[config.mk]
export PLATFORM = sky130hd
export DESIGN_NAME = fbp_host
export DESIGN_NICKNAME = d
export VERILOG_FILES = /design/src/fbp_pkg.sv /design/src/fbp_host.sv
export SDC_FILE = /design/constraint.sdc
export NUM_CORES = 1
export LEC_CHECK = 0
export ABC_CLOCK_PERIOD_IN_PS = 2050
export BUFFER_PORTS_ARGS = -buffer_cell sky130_fd_sc_hd__buf_2
export CAP_MARGIN = 30
export CORE_UTILIZATION = 45
export CTS_CLUSTER_SIZE = 30
export DETAILED_ROUTE_END_ITERATION = 8
export GPL_ROUTABILITY_DRIVEN = 1
export GPL_TIMING_DRIVEN = 0
export PLACE_DENSITY = 0.76
export SETUP_SLACK_MARGIN = 0.3
export SYNTH_ARGS = -nofsm -noshare
export SYNTH_HDL_FRONTEND = slang
export SYNTH_SLANG_ARGS = --single-unit
[constraint.sdc]
create_clock -name aclk -period 2.05 [get_ports aclk]
set_input_delay 0.3075 -clock aclk [delete_from_list [all_inputs] [get_ports aclk]]
set_output_delay 0.3075 -clock aclk [all_outputs]
set_load 0.02 [all_outputs]
[src/fbp_pkg.sv]
// Package of constants and types for the flash buffered program host controller.
package fbp_pkg;
  // ==========================================================================
  // Command codes
  // ==========================================================================
  localparam logic [7:0] CMD_CONFIRM = 8'h29;
  localparam logic [7:0] CMD_ABORT_RESET = 8'hF0;
  localparam logic [7:0] CMD_SUSPEND = 8'hB0;
  localparam logic [7:0] CMD_RESUME = 8'h30;
  localparam logic [7:0] CMD_ENH_BYPASS = 8'h33;
  localparam logic [7:0] CMD_WBUF_SETUP = 8'h25;
  localparam logic [7:0] CMD_UNLOCK1 = 8'hAA;
  localparam logic [7:0] CMD_UNLOCK2 = 8'h55;
  localparam logic [7:0] CMD_ENH_SETUP = 8'h33;
  localparam logic [22:0] ADDR_UNLOCK1 = 23'h000555;
  localparam logic [22:0] ADDR_UNLOCK2 = 23'h0002AA;
  // ==========================================================================
  // Sizes and status bits
  // ==========================================================================
  localparam int WBUF_WORDS = 32;
  localparam int ENH_WORDS = 256;
  localparam int ABORT_FLAG_BIT = 1;
  localparam int FAIL_FLAG_BIT = 5;
  localparam int TOGGLE_FLAG_BIT = 6;
  localparam int POLLING_FLAG_BIT = 7;
  // ==========================================================================
  // Bus timing
  // ==========================================================================
  localparam int CLK_MHZ = 40;
  localparam int T_WP_NS = 50;
  localparam int T_RD_NS = 80;
  localparam int WP_CYC = (T_WP_NS * CLK_MHZ + 999) / 1000;
  localparam int RD_CYC = (T_RD_NS * CLK_MHZ + 999) / 1000;
  // ==========================================================================
  // Own register map
  // ==========================================================================
  localparam logic [3:0] REG_CTRL = 4'h0;
  localparam logic [3:0] REG_ADDR = 4'h4;
  localparam logic [3:0] REG_DATA = 4'h8;
  localparam logic [3:0] REG_STAT = 4'hC;
  localparam logic [2:0] OP_WRITE = 3'h0;
  localparam logic [2:0] OP_READ = 3'h1;
  localparam logic [2:0] OP_CMD = 3'h2;
  localparam logic [2:0] OP_ABORT_RESET = 3'h3;
  localparam logic [1:0] RESP_OKAY = 2'h0;
  localparam logic [1:0] RESP_SLVERR = 2'h2;

  typedef struct packed {
    logic [22:0] addr;
    logic [15:0] dout;
    logic dq_oe_n;
    logic ce_n;
    logic we_n;
    logic oe_n;
  } fbp_pins_t;

  typedef enum logic [2:0] {
    ST_IDLE = 3'b000,
    ST_WSET = 3'b001,
    ST_WPUL = 3'b010,
    ST_WREC = 3'b011,
    ST_RPUL = 3'b100,
    ST_DONE = 3'b101
  } fbp_state_t;
endpackage : fbp_pkg

[src/fbp_host.sv]
// Host controller that drives buffered program and suspend sequences on a parallel flash bus.
`timescale 1ns/1ps
`default_nettype none
// Functional notes
// - Confirm 29h programs loaded n+1 words
// - F0h abort-and-reset returns to read mode
// - Bypass mode needs full three-cycle abort
// - Enhanced flow: setup, 256 loads, confirm
// - Enhanced loads ascend A[7:0] without gaps
// - Fail needs reset, abort needs F0h
module fbp_host
  import fbp_pkg::*;
#(
  parameter int BUF_WORDS = WBUF_WORDS
) (
  input wire logic aclk,
  input wire logic aresetn,
  input wire logic [3:0] s_axi_awaddr,
  input wire logic s_axi_awvalid,
  output logic s_axi_awready,
  input wire logic [31:0] s_axi_wdata,
  input wire logic [3:0] s_axi_wstrb,
  input wire logic s_axi_wvalid,
  output logic s_axi_wready,
  output logic [1:0] s_axi_bresp,
  output logic s_axi_bvalid,
  input wire logic s_axi_bready,
  input wire logic [3:0] s_axi_araddr,
  input wire logic s_axi_arvalid,
  output logic s_axi_arready,
  output logic [31:0] s_axi_rdata,
  output logic [1:0] s_axi_rresp,
  output logic s_axi_rvalid,
  input wire logic s_axi_rready,
  output fbp_pins_t flash_pins,
  input wire logic [15:0] flash_dq_in
);
  initial begin
    if (BUF_WORDS < 1 || BUF_WORDS > WBUF_WORDS) $error("BUF_WORDS out of range");
  end

  // ==========================================================================
  // Register and bus state
  // ==========================================================================
  fbp_state_t st_reg, st_next;
  fbp_pins_t pins_reg, pins_next;
  logic [22:0] addr_reg, addr_next;
  logic [15:0] data_reg, data_next;
  logic [15:0] rd_reg, rd_next;
  logic [2:0] op_reg, op_next;
  logic [1:0] step_reg, step_next;
  logic [3:0] cnt_reg, cnt_next;
  logic aw_got_reg, aw_got_next, w_got_reg, w_got_next;
  logic [3:0] awa_reg, awa_next;
  logic [31:0] wd_reg, wd_next;
  logic bvalid_reg, bvalid_next, arready_reg, arready_next;
  logic rvalid_reg, rvalid_next;
  logic [31:0] rdata_reg, rdata_next;
  logic [1:0] bresp_reg, bresp_next;
  logic awready_reg, awready_next, wready_reg, wready_next;
  logic [22:0] cyc_addr;
  logic [15:0] cyc_data;
  logic cyc_read;

  // Address and data of each step of a multi-cycle operation.
  always_comb begin
    cyc_addr = addr_reg;
    cyc_data = data_reg;
    cyc_read = 1'b0;
    case (op_reg)
      OP_READ: cyc_read = 1'b1;
      OP_ABORT_RESET: begin
        case (step_reg)
          2'd0: begin
            cyc_addr = ADDR_UNLOCK1;
            cyc_data = {8'h00, CMD_UNLOCK1};
          end
          2'd1: begin
            cyc_addr = ADDR_UNLOCK2;
            cyc_data = {8'h00, CMD_UNLOCK2};
          end
          default: begin
            cyc_addr = ADDR_UNLOCK1;
            cyc_data = {8'h00, CMD_ABORT_RESET};
          end
        endcase
      end
      default: ;
    endcase
  end

  always_comb begin
    st_next = st_reg;
    pins_next = pins_reg;
    addr_next = addr_reg;
    data_next = data_reg;
    rd_next = rd_reg;
    op_next = op_reg;
    step_next = step_reg;
    cnt_next = cnt_reg;
    aw_got_next = aw_got_reg;
    w_got_next = w_got_reg;
    awa_next = awa_reg;
    wd_next = wd_reg;
    bvalid_next = bvalid_reg;
    bresp_next = bresp_reg;
    arready_next = 1'b0;
    rvalid_next = rvalid_reg;
    rdata_next = rdata_reg;
    if (s_axi_awvalid && awready_reg) begin
      aw_got_next = 1'b1;
      awa_next = s_axi_awaddr;
    end
    if (s_axi_wvalid && wready_reg) begin
      w_got_next = 1'b1;
      wd_next = s_axi_wdata;
    end
    if (bvalid_reg && s_axi_bready) bvalid_next = 1'b0;
    if (aw_got_reg && w_got_reg && !bvalid_reg && st_reg == ST_IDLE) begin
      aw_got_next = 1'b0;
      w_got_next = 1'b0;
      bvalid_next = 1'b1;
      bresp_next = RESP_OKAY;
      case (awa_reg)
        REG_ADDR: addr_next = wd_reg[22:0];
        REG_DATA: data_next = wd_reg[15:0];
        REG_CTRL: begin
          // Start one bus operation; commands 29h, B0h, 30h, 33h, 25h go as OP_CMD data.
          step_next = 2'd0;
          // Only a valid op is kept, so a refused one cannot block later cycles.
          if (wd_reg[2:0] <= OP_ABORT_RESET) begin
            op_next = wd_reg[2:0];
            st_next = ST_WSET;
          end else bresp_next = RESP_SLVERR;
        end
        default: bresp_next = RESP_SLVERR;
      endcase
    end
    if (s_axi_arvalid && !arready_reg && !rvalid_reg) begin
      arready_next = 1'b1;
      rvalid_next = 1'b1;
      case (s_axi_araddr)
        REG_ADDR: rdata_next = {9'h000, addr_reg};
        REG_DATA: rdata_next = {16'h0000, data_reg};
        REG_CTRL: rdata_next = {29'h0, op_reg};
        // Status word: busy, abort, fail, toggle, polling bits of last read.
        REG_STAT: rdata_next = {11'h0, rd_reg[POLLING_FLAG_BIT], rd_reg[TOGGLE_FLAG_BIT], rd_reg[FAIL_FLAG_BIT],
                                rd_reg[ABORT_FLAG_BIT], (st_reg != ST_IDLE), rd_reg};
        default: rdata_next = 32'h0000_0000;
      endcase
    end
    if (rvalid_reg && s_axi_rready) rvalid_next = 1'b0;
    case (st_reg)
      ST_IDLE: begin
        pins_next.ce_n = 1'b1;
        pins_next.we_n = 1'b1;
        pins_next.oe_n = 1'b1;
        pins_next.dq_oe_n = 1'b1;
      end
      ST_WSET: begin
        pins_next.addr = cyc_addr;
        pins_next.dout = cyc_data;
        pins_next.ce_n = 1'b0;
        cnt_next = 4'(cyc_read ? RD_CYC : WP_CYC);
        if (cyc_read) begin
          pins_next.oe_n = 1'b0;
          st_next = ST_RPUL;
        end else begin
          pins_next.dq_oe_n = 1'b0;
          pins_next.we_n = 1'b0;
          st_next = ST_WPUL;
        end
      end
      ST_WPUL: begin
        if (cnt_reg > 4'd1) cnt_next = cnt_reg - 4'd1;
        else begin
          pins_next.we_n = 1'b1;
          st_next = ST_WREC;
        end
      end
      ST_WREC: begin
        pins_next.ce_n = 1'b1;
        pins_next.dq_oe_n = 1'b1;
        if (op_reg == OP_ABORT_RESET && step_reg != 2'd2) begin
          step_next = step_reg + 2'd1;
          st_next = ST_WSET;
        end else st_next = ST_DONE;
      end
      ST_RPUL: begin
        if (cnt_reg > 4'd1) cnt_next = cnt_reg - 4'd1;
        else begin
          rd_next = flash_dq_in;
          pins_next.oe_n = 1'b1;
          pins_next.ce_n = 1'b1;
          st_next = ST_DONE;
        end
      end
      ST_DONE: st_next = ST_IDLE;
      default: st_next = ST_IDLE;
    endcase
    // Ready is registered and offered only while no capture or response is pending.
    awready_next = !aw_got_next && !bvalid_next;
    wready_next = !w_got_next && !bvalid_next;
  end

  always_ff @(posedge aclk) begin
    if (!aresetn) begin
      st_reg <= ST_IDLE;
      pins_reg <= '{addr: 23'h0, dout: 16'h0, dq_oe_n: 1'b1, ce_n: 1'b1, we_n: 1'b1, oe_n: 1'b1};
      addr_reg <= 23'h0;
      data_reg <= 16'h0;
      rd_reg <= 16'h0;
      op_reg <= OP_WRITE;
      step_reg <= 2'd0;
      cnt_reg <= 4'h0;
      aw_got_reg <= 1'b0;
      w_got_reg <= 1'b0;
      awa_reg <= 4'h0;
      wd_reg <= 32'h0;
      bvalid_reg <= 1'b0;
      bresp_reg <= RESP_OKAY;
      arready_reg <= 1'b0;
      awready_reg <= 1'b0;
      wready_reg <= 1'b0;
      rvalid_reg <= 1'b0;
      rdata_reg <= 32'h0;
    end else begin
      st_reg <= st_next;
      pins_reg <= pins_next;
      addr_reg <= addr_next;
      data_reg <= data_next;
      rd_reg <= rd_next;
      op_reg <= op_next;
      step_reg <= step_next;
      cnt_reg <= cnt_next;
      aw_got_reg <= aw_got_next;
      w_got_reg <= w_got_next;
      awa_reg <= awa_next;
      wd_reg <= wd_next;
      bvalid_reg <= bvalid_next;
      bresp_reg <= bresp_next;
      arready_reg <= arready_next;
      awready_reg <= awready_next;
      wready_reg <= wready_next;
      rvalid_reg <= rvalid_next;
      rdata_reg <= rdata_next;
    end
  end

  assign s_axi_awready = awready_reg;
  assign s_axi_wready = wready_reg;
  assign s_axi_bvalid = bvalid_reg;
  assign s_axi_bresp = bresp_reg;
  assign s_axi_arready = arready_reg;
  assign s_axi_rvalid = rvalid_reg;
  assign s_axi_rdata = rdata_reg;
  assign s_axi_rresp = RESP_OKAY;
  assign flash_pins = pins_reg;
endmodule : fbp_host
`default_nettype wire

==> summary by stage <==
Run status
The flow ran to the end, and the final reports show no timing, DRC or antenna violations.

STA
The count of final hold-check violations came to 0. The relative slew slack is roughly half. The actual transition at the worst max-transition pin is around 760 ps. Across all setup checks in the final design, the least slack found is 177 ps. Static timing analysis puts the maximum clock frequency at between 500 and 600 MHz. The max-slew violation count came to 0. The share of the cycle needed by the critical path after routing is 91.4%. Setup repair after global routing could not meet its margin everywhere.

The setup-violating endpoint count in the final report is 0. The clock period minus worst slack is around 1900 ps. Clock skew on the completed layout was measured at about 11 ps. Hold is met by around 120 ps.

Power
The share of total power in the clock network is a little over two fifths. The design draws ~6.7 mW. The combinational share of power is 6.6%. The peak ir drop on the vdd network is 450 uV.

Dividing total power by cell area gives a power density of 788 nW/um^2. The share of total power consumed by net switching is approximately a quarter. In this run the power spent charging and discharging nets is between 1.5 and 2 mW. The sequential share of power is between 40% and 50%.

The analysis attributes to cell leakage a power of 3.50 nW. The internal portion of the total power is slightly above 5 mW.

CTS
The number of buffers on the longest clock path is 2. The number of buffers inserted during clock tree synthesis is 17. The clock-pin slew on the worst setup and hold paths is about 70 ps. The later-pin clock latency in the skew report is 430 ps. The H-tree generated during clock tree synthesis spans 4 levels. For this design, the CTS-stage hold fixing added 0 buffers. TritonCTS built the clock tree. The cell at the root of the clock tree is clkbuf_16. The clock net sink count is roughly 170.

Detailed routing
The routed design uses ~8.7 mm of met2 wire. The final routed DRC violation total is 0. Using the TritonRoute via totals, the vias-per-cell ratio works out to around 5.4. Signal routing reaches up to met4. For this block, the routed nets add up to 19.0 mm of wire.

The routed layout has 5845 vias. In this run the remaining antenna-violating nets after routing total 0. The routed wire length on met3 is 1.42 mm. In this run, the number of DRC markers left after iteration 0 of detailed routing was 437. The average wire per cell in the routed design is between 15 and 20 um. The first detailed-routing pass ran for 5 iterations.

The post-route met1 wirelength is roughly 8.5 mm.

Global route
The number of antenna violations at the first check in global routing is 0. The all-layer global routing usage is between 20% and 30%. The first global-routing pass estimated ~29 mm of wire. The largest net degree at the start of global routing is 17. The number of global-route vias before repair is 5562. Summed over all layers, the global routing overflow is 0.

Critical path
The reg2reg setup slack is ~180 ps. The kind of capture point of the worst setup path is a register. STA classifies the critical path startpoint as a register.

The critical path in this run is classified as reg2reg. Along the worst path, the maximum fanout reaches 6. The required time of the critical path is ~2300 ps. The endpoint arrival time on the critical path is 2170 ps.

Die
The die is around 120 um wide. The die is 124 um tall. The initialized floorplan defines between 40 and 50 standard-cell rows. The initial core utilization is a little under half.

The full die area is approximately 15000 sq um. about 150 I/O pins were placed. The area of the core is roughly 15000 sq um.

Layout
0 antenna diodes ended up in the layout. From synthesis to final layout, the design area changed by 27.8%. The share of final-layout standard cells stronger than drive strength 1 is between 20% and 30%. The register with the most flip-flops in the layout has 43 of them. The layout net count is ~960.

Place
Routability-driven placement finished with a final weighted congestion of just over 0.8. Prior to clock tree synthesis, the placed netlist has a worst setup slack of -243 ps. After legalization and detailed placement, the total HPWL measured around 13 mm. Buffers placed on the I/O ports in this run total about 130.

Synthesis
Of all flip-flops after synthesis, the portion carrying an async set or reset was 0%. The synthesized instance count is approximately 700. The portion of synthesized cell area occupied by the leading cell type is 50.3%.

By instance count, the leading cell after synthesis is dfxtp_1. In this run, distinct cell masters in the synthesized netlist total 52. By count the netlist is led by dfxtp_1 (168), nand2_1 (98), nor2_1 (83). During synthesis, Yosys emitted a total of 0 warnings.

In this run, synthesis produced a sequential element count of ~170. The synthesized design spends more area on one cell type than any other, namely dfxtp_1. Averaged over all synthesized cells, the footprint is roughly 9.4 sq um.

The primary flip-flop cell chosen by synthesis mapping is dfxtp_1. Summing the sequential cell areas from Yosys gives just over 50% of the chip area. After synthesis, the cell types taking the most area are dfxtp_1 (50%), mux2i_1 (8.7%), nand2_1 (5.5%), nor2_1 (4.7%), a21oi_1 (3.4%). The count of flip-flops with a built-in enable after synthesis is 0.

The cell area that synthesis handed to floorplanning was roughly 6700 sq um.

Job
Across the run, the number of max-cap violations was 0.

Min path
The path class of the lowest-slack min-delay path is in2reg.
-- area by class of cell --
class	count	area [sq um]
Fill cell	1282	5990
Sequential cell	168	3370
Multi-Input combinational cell	481	3160
Timing Repair Buffer	141	810
Clock buffer	19	443
Buffer	64	394
Tap cell	184	230
Clock inverter	13	93.8
Inverter	8	35.0
-- layout by cell type (no fill, tap or decap), types with 20 or more instances in the layout --
master	count
o21ai_0	25
dfxtp_1	163
a21oi_1	45
buf_4	23
buf_2	125
nor2_1	83
clkbuf_1	26
nand2_1	97
a22o_1	20
mux2i_1	58
-- logic make-up after synthesis --
logic type | share of synthesized area, %
compound gates | 14.9
xor+xnor | 0.131
fa+ha+maj | 1.31
buf+inv | 5.20
flops | 50.3
mux | 12.7
other cells | 0.0561
simple gates | 15.4
-- critical path, cell delays in order (launching register included) --
cell       delay (ps)
dfxtp_2           320
buf_6             100
or3_4             380
buf_6             150
nor4_4            160
buf_6             220
clkbuf_16         170
mux2i_1           180
nor2_1             60
-- layer usage --
layer / GRT usage, % / vias to the layer above
li1: - / 2810
met1: 34.2 / 2771
met2: 40.0 / 228
met3: 5.54 / 36
met4: 10.1 / 0
met5: 0 / -
-- repair_timing --
action / 4_1_cts / 5_1_grt
gates resized for setup: 36 / 45
pin swaps: 6 / 8
buffers inserted: 9 / 4
gates cloned: 2 / 1
setup endpoints to repair: 116 / 106
-- power groups by stage --
stage                     registers, mW  logic [mW]  clock network, mW
after floorplan                    3.43       0.233                  0
after global placement             3.42       0.408                  0
after detailed placement           3.42       0.412                  0
after CTS                          3.34       0.426               2.96
after global routing               3.35       0.480               3.12
final                              3.35       0.445               2.94
-- final timing paths --
kind | startpoint | end | cells after the start
max reg2reg | st_reg[2] | addr_reg[15] | 8
min | s_axi_wdata[10] | wd_reg[10] | 3
min reg2reg | flash_pins[20] | flash_pins[20] | 2
max | st_reg[2] | addr_reg[15] | 8
-- per-stage QoR --
stage	area [sq um]	setup TNS, ps	utilization (%)	cells
2_1_floorplan	6760	0	-	721
3_3_place_gp	7620	-8960	52.4	1030
3_5_place_dp	7620	-10210	52.4	1030
4_1_cts	8360	0	57.5	1073
5_1_grt	8540	0	58.8	1078
6_report	8540	0	58.8	1078
Power figures use the tool's default switching activity.
